File: src/core/prio_bank_pkg.sv
package prio_bank_pkg;
	localparam int          REG_COUNT    = 6;
	localparam int          FIELD_COUNT  = 17;
	localparam int          FIELD_W      = 3;
	localparam int          ADDR_W       = 5;
	// Byte addresses of the priority registers
	localparam logic [4:0]  CTRL11_ADDR  = 5'h00;
	localparam logic [4:0]  CTRL12_ADDR  = 5'h04;
	localparam logic [4:0]  CTRL13_ADDR  = 5'h08;
	localparam logic [4:0]  CTRL14_ADDR  = 5'h0C;
	localparam logic [4:0]  CTRL15_ADDR  = 5'h10;
	localparam logic [4:0]  CTRL16_ADDR  = 5'h14;
	// Implemented-bit masks, one per register
	localparam logic [15:0] CTRL11_MASK  = 16'h7707;
	localparam logic [15:0] CTRL12_MASK  = 16'h7777;
	localparam logic [15:0] CTRL13_MASK  = 16'h7777;
	localparam logic [15:0] CTRL14_MASK  = 16'h7007;
	localparam logic [15:0] CTRL15_MASK  = 16'h0077;
	localparam logic [15:0] CTRL16_MASK  = 16'h0770;
	// Every field loads 100 (level 4) at reset
	localparam logic [15:0] PRIO_RESET   = 16'h4444;
	localparam logic [2:0]  PRIO_OFF     = 3'h0;
	localparam logic [2:0]  PRIO_LOWEST  = 3'h1;
	localparam logic [2:0]  PRIO_HIGHEST = 3'h7;
	localparam logic [1:0]  RESP_OKAY    = 2'h0;
	localparam logic [1:0]  RESP_SLVERR  = 2'h2;
endpackage : prio_bank_pkg

File: src/core/prio_word_reg.sv
`timescale 1ns/100ps
// One 16-bit priority word; only bits in MASK store anything
module prio_word_reg #(
	parameter logic [15:0] MASK = 16'hFFFF
) (
	input  wire logic        clk,
	input  wire logic        resetn,
	input  wire logic        wr_en,
	input  wire logic [15:0] wr_data,
	input  wire logic [1:0]  wr_strb,
	output logic      [15:0] value
);
	logic [15:0] value_reg;
	logic [15:0] value_next;
	logic [15:0] lane_mask;

	assign lane_mask  = {{8{wr_strb[1]}}, {8{wr_strb[0]}}} & MASK;
	assign value_next = (value_reg & ~lane_mask) | (wr_data & lane_mask);
	assign value      = value_reg & MASK;

	always_ff @(posedge clk or negedge resetn) begin
		if (!resetn)
			value_reg <= prio_bank_pkg::PRIO_RESET & MASK;
		else if (wr_en)
			value_reg <= value_next;
	end

	prio_reset_a: assert property (@(posedge clk)
		$rose(resetn) |-> value == (prio_bank_pkg::PRIO_RESET & MASK))
		else $error("priority word not at reset value");
	unused_zero_a: assert property (@(posedge clk) disable iff (!resetn)
		(value & ~MASK) == 16'h0000)
		else $error("unimplemented bit reads nonzero");
	write_store_a: assert property (@(posedge clk) disable iff (!resetn)
		wr_en && wr_strb == 2'h3 |=> value == ($past(wr_data) & MASK))
		else $error("written value not stored");
	hold_value_a: assert property (@(posedge clk) disable iff (!resetn)
		!wr_en |=> $stable(value))
		else $error("priority word changed without write");
endmodule : prio_word_reg

File: src/core/prio_level_decode.sv
`timescale 1ns/100ps
// Turns a field code into a service level and an enable
module prio_level_decode (
	input  wire logic [2:0] code,
	output logic      [2:0] level,
	output logic            enabled
);
	assign enabled = code != prio_bank_pkg::PRIO_OFF;
	assign level   = code;
endmodule : prio_level_decode

File: src/core/interrupt_priority_bank.sv
// Local design decisions: the AXI4-Lite interface to the registers and the register addresses.
`timescale 1ns/100ps
module interrupt_priority_bank (
	input  wire logic        clk,
	input  wire logic        resetn,
	input  wire logic [4:0]  s_axi_awaddr,
	input  wire logic        s_axi_awvalid,
	output logic             s_axi_awready,
	input  wire logic [31:0] s_axi_wdata,
	input  wire logic [3:0]  s_axi_wstrb,
	input  wire logic        s_axi_wvalid,
	output logic             s_axi_wready,
	output logic      [1:0]  s_axi_bresp,
	output logic             s_axi_bvalid,
	input  wire logic        s_axi_bready,
	input  wire logic [4:0]  s_axi_araddr,
	input  wire logic        s_axi_arvalid,
	output logic             s_axi_arready,
	output logic      [31:0] s_axi_rdata,
	output logic      [1:0]  s_axi_rresp,
	output logic             s_axi_rvalid,
	input  wire logic        s_axi_rready,
	output logic      [50:0] prio_level,
	output logic      [16:0] prio_enabled
);
	localparam int N = prio_bank_pkg::REG_COUNT;
	localparam logic [4:0] ADDRS [N] = '{prio_bank_pkg::CTRL11_ADDR,
		prio_bank_pkg::CTRL12_ADDR, prio_bank_pkg::CTRL13_ADDR,
		prio_bank_pkg::CTRL14_ADDR, prio_bank_pkg::CTRL15_ADDR,
		prio_bank_pkg::CTRL16_ADDR};
	localparam logic [15:0] MASKS [N] = '{prio_bank_pkg::CTRL11_MASK,
		prio_bank_pkg::CTRL12_MASK, prio_bank_pkg::CTRL13_MASK,
		prio_bank_pkg::CTRL14_MASK, prio_bank_pkg::CTRL15_MASK,
		prio_bank_pkg::CTRL16_MASK};

	// Write side: address and data latched in either order
	logic        aw_held_reg;
	logic [4:0]  aw_addr_reg;
	logic        w_held_reg;
	logic [15:0] w_data_reg;
	logic [1:0]  w_strb_reg;
	logic        bvalid_reg;
	logic [1:0]  bresp_reg;
	logic        do_write;
	logic        awready_int;
	logic        wready_int;
	logic [N-1:0] wr_sel;
	logic [N-1:0] rd_sel;
	logic [15:0] words [N];
	logic [15:0] rd_word;
	logic        wr_hit;
	logic        rd_hit;

	// Read side
	logic        rvalid_reg;
	logic [31:0] rdata_reg;
	logic [1:0]  rresp_reg;
	logic        arready_int;
	// Ready flags are flops fed from the next state of the holding flags
	logic        awready_reg;
	logic        wready_reg;
	logic        arready_reg;
	logic        awready_next;
	logic        wready_next;
	logic        arready_next;
	logic        aw_take;
	logic        w_take;
	logic        ar_take;
	logic        aw_held_next;
	logic        w_held_next;
	logic        bvalid_next;
	logic        rvalid_next;

	assign awready_int = awready_reg;
	assign wready_int  = wready_reg;
	assign do_write    = aw_held_reg && w_held_reg && !bvalid_reg;
	assign arready_int = arready_reg;
	assign aw_take     = s_axi_awvalid && awready_int;
	assign w_take      = s_axi_wvalid && wready_int;
	assign ar_take     = s_axi_arvalid && arready_int;

	// Next states copy the holding flops so ready is known a cycle early
	assign aw_held_next = aw_take ? 1'b1 : (do_write ? 1'b0 : aw_held_reg);
	assign w_held_next  = w_take ? 1'b1 : (do_write ? 1'b0 : w_held_reg);
	assign bvalid_next  = do_write ? 1'b1
		: (s_axi_bready ? 1'b0 : bvalid_reg);
	assign rvalid_next  = ar_take ? 1'b1
		: (s_axi_rready ? 1'b0 : rvalid_reg);
	assign awready_next = !aw_held_next && !bvalid_next;
	assign wready_next  = !w_held_next && !bvalid_next;
	assign arready_next = !rvalid_next;
	assign wr_hit      = |wr_sel;
	assign rd_hit      = |rd_sel;

	assign s_axi_awready = awready_int;
	assign s_axi_wready  = wready_int;
	assign s_axi_bvalid  = bvalid_reg;
	assign s_axi_bresp   = bresp_reg;
	assign s_axi_arready = arready_int;
	assign s_axi_rvalid  = rvalid_reg;
	assign s_axi_rdata   = rdata_reg;
	assign s_axi_rresp   = rresp_reg;

	genvar g;
	generate
		for (g = 0; g < N; g++) begin : gen_word
			assign wr_sel[g] = aw_addr_reg == ADDRS[g];
			assign rd_sel[g] = s_axi_araddr == ADDRS[g];
			prio_word_reg #(
				.MASK (MASKS[g])
			) u_word (
				.clk     (clk),
				.resetn  (resetn),
				.wr_en   (do_write && wr_sel[g]),
				.wr_data (w_data_reg),
				.wr_strb (w_strb_reg),
				.value   (words[g])
			);
		end
	endgenerate

	always_comb begin
		rd_word = 16'h0000;
		for (int i = 0; i < N; i++)
			if (rd_sel[i])
				rd_word = words[i];
	end

	// Field order: lowest index is word 11 bits 14:12
	logic [2:0] codes [prio_bank_pkg::FIELD_COUNT];
	assign codes[0]  = words[0][14:12]; // timer6_prio
	assign codes[1]  = words[0][10:8];  // dma_ch4_done_prio
	assign codes[2]  = words[0][2:0];   // compare8_prio
	assign codes[3]  = words[1][14:12]; // timer8_prio
	assign codes[4]  = words[1][10:8];  // i2c_second_master_prio
	assign codes[5]  = words[1][6:4];   // i2c_second_slave_prio
	assign codes[6]  = words[1][2:0];   // timer7_prio
	assign codes[7]  = words[2][14:12]; // can_second_rx_ready_prio
	assign codes[8]  = words[2][10:8];  // ext_irq4_prio
	assign codes[9]  = words[2][6:4];   // ext_irq3_prio
	assign codes[10] = words[2][2:0];   // timer9_prio
	assign codes[11] = words[3][14:12]; // codec_if_error_prio
	assign codes[12] = words[3][2:0];   // can_second_event_prio
	assign codes[13] = words[4][6:4];   // dma_ch5_done_prio
	assign codes[14] = words[4][2:0];   // codec_if_event_prio
	assign codes[15] = words[5][10:8];  // uart_second_error_prio
	assign codes[16] = words[5][6:4];   // uart_first_error_prio

	logic [50:0] level_next;
	logic [16:0] enabled_next;
	logic [50:0] level_reg;
	logic [16:0] enabled_reg;

	generate
		for (g = 0; g < prio_bank_pkg::FIELD_COUNT; g++) begin : gen_dec
			prio_level_decode u_dec (
				.code    (codes[g]),
				.level   (level_next[3*g +: 3]),
				.enabled (enabled_next[g])
			);
		end
	endgenerate

	always_ff @(posedge clk or negedge resetn) begin
		if (!resetn) begin
			level_reg   <= {17{3'h4}};
			enabled_reg <= 17'h1FFFF;
		end else begin
			level_reg   <= level_next;
			enabled_reg <= enabled_next;
		end
	end
	assign prio_level   = level_reg;
	assign prio_enabled = enabled_reg;

	always_ff @(posedge clk or negedge resetn) begin
		if (!resetn) begin
			awready_reg <= 1'b1;
			wready_reg  <= 1'b1;
			arready_reg <= 1'b1;
		end else begin
			awready_reg <= awready_next;
			wready_reg  <= wready_next;
			arready_reg <= arready_next;
		end
	end

	always_ff @(posedge clk or negedge resetn) begin
		if (!resetn) begin
			aw_held_reg <= 1'b0;
			aw_addr_reg <= 5'h00;
		end else if (s_axi_awvalid && awready_int) begin
			aw_held_reg <= 1'b1;
			aw_addr_reg <= s_axi_awaddr;
		end else if (do_write)
			aw_held_reg <= 1'b0;
	end

	always_ff @(posedge clk or negedge resetn) begin
		if (!resetn) begin
			w_held_reg <= 1'b0;
			w_data_reg <= 16'h0000;
			w_strb_reg <= 2'h0;
		end else if (s_axi_wvalid && wready_int) begin
			w_held_reg <= 1'b1;
			w_data_reg <= s_axi_wdata[15:0];
			w_strb_reg <= s_axi_wstrb[1:0];
		end else if (do_write)
			w_held_reg <= 1'b0;
	end

	always_ff @(posedge clk or negedge resetn) begin
		if (!resetn) begin
			bvalid_reg <= 1'b0;
			bresp_reg  <= prio_bank_pkg::RESP_OKAY;
		end else if (do_write) begin
			bvalid_reg <= 1'b1;
			bresp_reg  <= wr_hit ? prio_bank_pkg::RESP_OKAY
				: prio_bank_pkg::RESP_SLVERR;
		end else if (s_axi_bready)
			bvalid_reg <= 1'b0;
	end

	always_ff @(posedge clk or negedge resetn) begin
		if (!resetn) begin
			rvalid_reg <= 1'b0;
			rdata_reg  <= 32'h00000000;
			rresp_reg  <= prio_bank_pkg::RESP_OKAY;
		end else if (s_axi_arvalid && arready_int) begin
			rvalid_reg <= 1'b1;
			rdata_reg  <= {16'h0000, rd_word};
			rresp_reg  <= rd_hit ? prio_bank_pkg::RESP_OKAY
				: prio_bank_pkg::RESP_SLVERR;
		end else if (s_axi_rready)
			rvalid_reg <= 1'b0;
	end

	highest_level_a: assert property (@(posedge clk) disable iff (!resetn)
		codes[0] == prio_bank_pkg::PRIO_HIGHEST |=>
		prio_level[2:0] == 3'h7 && prio_enabled[0])
		else $error("code 111 not level seven");
	lowest_level_a: assert property (@(posedge clk) disable iff (!resetn)
		codes[16] == prio_bank_pkg::PRIO_LOWEST |=>
		prio_level[50:48] == 3'h1 && prio_enabled[16])
		else $error("code 001 not level one");
	source_off_a: assert property (@(posedge clk) disable iff (!resetn)
		codes[5] == prio_bank_pkg::PRIO_OFF |=> !prio_enabled[5])
		else $error("code 000 left source enabled");
	read_resp_a: assert property (@(posedge clk) disable iff (!resetn)
		s_axi_arvalid && arready_int |=> s_axi_rvalid
		&& s_axi_rdata[31:16] == 16'h0000)
		else $error("read answer late or upper bits set");
	write_resp_a: assert property (@(posedge clk) disable iff (!resetn)
		do_write |=> s_axi_bvalid)
		else $error("write response missing");
	mask_keep_a: assert property (@(posedge clk) disable iff (!resetn)
		(words[0] & ~prio_bank_pkg::CTRL11_MASK) == 16'h0000
		&& (words[5] & ~prio_bank_pkg::CTRL16_MASK) == 16'h0000)
		else $error("unused bits stored a write");
	order_up_a: assert property (@(posedge clk) disable iff (!resetn)
		codes[3] > codes[4] |=> prio_level[11:9] > prio_level[14:12])
		else $error("larger code not higher level");
	reset_four_a: assert property (@(posedge clk)
		$rose(resetn) |-> codes[7] == 3'h4 && codes[13] == 3'h4)
		else $error("field not level four at reset");

	// Handshake and refusal checks
	ready_track_a: assert property (@(posedge clk) disable iff (!resetn)
		s_axi_awready == (!aw_held_reg && !s_axi_bvalid)
		&& s_axi_wready == (!w_held_reg && !s_axi_bvalid)
		&& s_axi_arready == !s_axi_rvalid)
		else $error("ready flag out of step with state");
	bresp_hold_a: assert property (@(posedge clk) disable iff (!resetn)
		s_axi_bvalid && !s_axi_bready |=> s_axi_bvalid
		&& $stable(s_axi_bresp))
		else $error("write response dropped early");
	rdata_hold_a: assert property (@(posedge clk) disable iff (!resetn)
		s_axi_rvalid && !s_axi_rready |=> s_axi_rvalid
		&& $stable(s_axi_rdata) && $stable(s_axi_rresp))
		else $error("read answer dropped early");
	wr_refuse_a: assert property (@(posedge clk) disable iff (!resetn)
		do_write && !wr_hit
		|=> s_axi_bresp == prio_bank_pkg::RESP_SLVERR)
		else $error("unmapped write not refused");
	rd_refuse_a: assert property (@(posedge clk) disable iff (!resetn)
		ar_take && !rd_hit |=> s_axi_rdata == 32'h00000000
		&& s_axi_rresp == prio_bank_pkg::RESP_SLVERR)
		else $error("unmapped read not refused");
	single_write_a: assert property (@(posedge clk) disable iff (!resetn)
		do_write |=> !do_write)
		else $error("one write stored twice");
	reset_out_a: assert property (@(posedge clk)
		$rose(resetn) |-> prio_level == {17{3'h4}}
		&& prio_enabled == 17'h1FFFF)
		else $error("outputs not at level four after reset");
endmodule : interrupt_priority_bank

File: config.mk
export PLATFORM = sky130hd
export DESIGN_NAME = interrupt_priority_bank
export DESIGN_NICKNAME = d
export VERILOG_FILES = /design/src/core/prio_bank_pkg.sv /design/src/core/prio_word_reg.sv /design/src/core/prio_level_decode.sv /design/src/core/interrupt_priority_bank.sv
export SDC_FILE = /design/constraint.sdc
export NUM_CORES = 1
export LEC_CHECK = 0
export BUFFER_PORTS_ARGS = -buffer_cell sky130_fd_sc_hd__clkbuf_2
export CAP_MARGIN = 20
export CORE_MARGIN = 2
export CORE_UTILIZATION = 58
export CTS_BUF_LIST = sky130_fd_sc_hd__clkbuf_8
export CTS_CLUSTER_SIZE = 12
export DETAILED_ROUTE_END_ITERATION = 8
export PLACE_DENSITY_LB_ADDON = 0.08
export SYNTH_ARGS = -nofsm -noshare
export SYNTH_HDL_FRONTEND = slang
export SYNTH_SLANG_ARGS = --single-unit
File: constraint.sdc
create_clock -name clk -period 2.9 [get_ports clk]
set_input_delay 0.145 -clock clk [delete_from_list [all_inputs] [get_ports clk]]
set_output_delay 0.145 -clock clk [all_outputs]
set_load 0.03 [all_outputs]
==> summary.md <==
| Metric | Value |
|---|---|
| Status | complete, no violations |
| Final-report setup violation count | 0 |
| Post-layout min period | about 1.9 ns |
| Row Count | 37 |
| Critical path required time | about 3.2 ns |
| Final nets | ~610 |
| Number of failing hold endpoints at the final stage | 0 |
| Vias in the first global route | about 3800 |
| P&R area growth vs syn | 22.7% |
| Clock input transition at the sequential cells of the worst setup and hold paths | 0.09 ns |
| Detailed placer's ending HPWL | approximately 8.5 mm |
| Weighted congestion at the end of routability-driven global placement | about 0.79 |
| Share of layout cells above drive strength 1 | between 50% and 60% |
| DP Worst Slack | between 1 and 1.5 ns |
| Detailed-route vias per instance | 5.34 |
| Core area | ~0.010 mm^2 |
| Number of storage elements in the synthesis netlist | 159 |
| Num CTS Buffers | 17 |
| Insertion delay of the later-clocked pin in the worst-skew pair | 0.44 ns |
| Clock H-tree levels | 4 |
| Remaining global-route overflow | 0 |
| Total number of vias | around 3700 |
| Number of instances in the synthesized netlist | between 400 and 500 |
| Length of the first detailed-routing pass in iterations | 4 |
| Leading cell type in the layout, fill and taps excluded | sky130_fd_sc_hd__clkbuf_2 |
| Power density normalized to cell area | about 1100 mW/mm^2 |
| Slew at the pin with the worst max-slew slack | 0.861 ns |
| Global router's overall resource usage | a little under a quarter |
| Post-synthesis instance area | between 0.005 and 0.006 mm^2 |
| TritonCTS sink count | approximately 160 |
| Die Y-Extent | 106 um |
| Period utilization | around two thirds |
| Number of standard cells in the layout, taps in and fillers out | around 700 |
| Number of DRC markers after the initial detailed-route iteration | roughly 150 |
| Initial cell density of the core | about 60% |
| Most used flip-flop cell after synthesis | sky130_fd_sc_hd__dfrtp_1 |
| Count of buffers from port buffering | about 120 |
| Per-cell routed wire length | roughly 17 um |
| Max IR drop VDD | ~0.68 mV |
| Top library cells by usage in the layout, fill and taps aside | sky130_fd_sc_hd__clkbuf_2, sky130_fd_sc_hd__dfrtp_1, sky130_fd_sc_hd__mux2_2 |
| Classification of the worst-slack hold path | in2reg |
| Clock tree from TritonCTS | done |
| Maximum number of pins on one net before global-route repair | 89 |
| Flop2flop setup slack | 1.00 ns |
| Delay of the slowest cell on the worst path | between 0.3 and 0.4 ns |
| First-pass GRT wire length | ~20 mm |
| Number of antenna violations at the first check in global routing | 0 |
| Critical path type | reg2reg |
| Count of antenna-violating nets left after detailed routing | 0 |
| Number of max-slew violations in the final report | 0 |
| Max-cap violation count | 0 |
| Arrival time at the worst endpoint | 2.21 ns |
| Dpl cells | 647 |
| Crit-path cells | or2_2, nor4b_4, nand2_1, mux2_2 |
| CP endpoint kind | flip-flop |
| Count of antenna diodes in the layout | 0 |
| Setup WS post-layout | ~1 ns |
| Total die area | 0.0112 mm^2 |
| X dimension of the die | roughly 110 um |
| Post-Synthesis Mean Instance Area | around 15 um^2 |
| Number of distinct library cell variants in the gate-level netlist after synthesis | 46 |
| DRC Markers | 0 |
| Share of synthesized registers carrying an async set or reset | 100% |
| FF/Latch Area | between 0.004 and 0.005 mm^2 |
| Leakage power | 3.64 nW |
| Combined area of the multi-input logic cells | 0.00179 mm^2 |
| Root buffer cell | sky130_fd_sc_hd__clkbuf_8 |
| Synthesis Warnings | 0 |
| Maximum number of buffers from clock root to sink | 2 |
| Normalized max-slew margin | 42.5% |
| Wire length reported by the detailed router | 12.3 mm |
| Total negative slack | 0 ns |
| Slowest cell on crit path | sky130_fd_sc_hd__dfrtp_1 |
| Setup repair after global routing missed its margin | false |
| Sequential fraction of the synthesis area | 67.5% |
| Number of synthesized flops with an enable pin | 0 |
| Worst-case clock skew | 0.00966 ns |
| Top achievable clock speed | approximately 530 MHz |
| Top fanout value on the critical path | 6 |
| I/O pin count | approximately 160 |
| Filler instances | between 700 and 800 |
| Type of element launching the critical path | flip-flop |
## cells in the mapped netlist (4+ instances only)
cell type	n	area (um^2)
sky130_fd_sc_hd__o21ai_0	13	65.1
sky130_fd_sc_hd__a21oi_1	5	25.0
sky130_fd_sc_hd__nor2_1	9	33.8
sky130_fd_sc_hd__nor2b_1	4	25.0
sky130_fd_sc_hd__buf_4	22	165
sky130_fd_sc_hd__dfstp_2	54	1420
sky130_fd_sc_hd__buf_2	4	20.0
sky130_fd_sc_hd__inv_1	6	22.5
sky130_fd_sc_hd__dfrtp_1	105	2630
sky130_fd_sc_hd__clkbuf_1	7	26.3
sky130_fd_sc_hd__or3_1	18	113
sky130_fd_sc_hd__mux2_2	78	878
sky130_fd_sc_hd__nand2_1	20	75.1
sky130_fd_sc_hd__o31ai_1	4	30.0
## metrics by stage
stage	power, mW	utilization, %	area, um^2	hold slack (ns)
global route	8.63	72.2	7350	0.102
floorplan	5.52	-	6070	-0.151
CTS	8.24	72.2	7350	0.0642
finish	8.20	72.2	7350	0.0752
detailed placement	6.32	65.3	6650	0.258
global placement	6.20	65.3	6650	0.258
## area by class of cell
cell class / count / share of cell area, %
flip-flops and latches: 159 / 55.0
multi-input cells: 227 / 24.3
repair buffers: 141 / 11.4
clock buffers: 22 / 4.12
clock inverters: 10 / 2.47
well taps: 136 / 2.31
inverters: 6 / 0.306
## worst max-delay path, delay by kind of cell (launching register included)
kind,cells,cell delay [ns]
simple gates,3,1.02
flops,1,0.38
mux,1,0.37
## cells by family after synthesis
group,Yosys count,share of synthesized area [%]
flip-flops,159,67.5
multiplexers,80,15.0
AND/OR/NAND/NOR,78,8.29
AO/OA/AOI/OAI,47,5.18
buffers and inverters,40,3.97
other,1,0.0626
## power breakdown
part	switching, mW	leakage [nW]	internal [mW]
sequential	0.683	1.95	3.27
combinational	1.44	1.44	0.893
clock	0.773	0.244	1.14
## layer usage
metal / GRT usage [%] / routed length, um
met2: 35.5 / 5870
met5: 0 / 0
met3: 6.31 / 592
met4: 8.55 / 159
met1: 33.6 / 5650
## timing repair
| item | in CTS | in global routing |
|---|---|---|
| buffers inserted | 0 | 0 |
| hold endpoints to repair | 84 | 0 |
| hold buffers | 22 | 0 |
| resized for setup | 0 | 0 |
| setup endpoints to repair | 0 | 0 |
## path summary, 6_finish.rpt
kind | startpoint | end | cells after the start
min reg2reg | flip-flop | prio_level[50]$_DFF_PN1_ | 0
max reg2reg | aw_addr_reg[1]$_DFFE_PN0P_ | flip-flop | 4
max | aw_addr_reg[1]$_DFFE_PN0P_ | flip-flop | 4
min in group asynchronous | resetn | prio_level[15]$_DFF_PN0_ | 2
max in group asynchronous | resetn | asynchronous set/reset pin | 3
min | s_axi_awvalid | aw_held_reg$_DFF_PN0_ | 3
No activity file was read; power rests on OpenSTA's default activity.
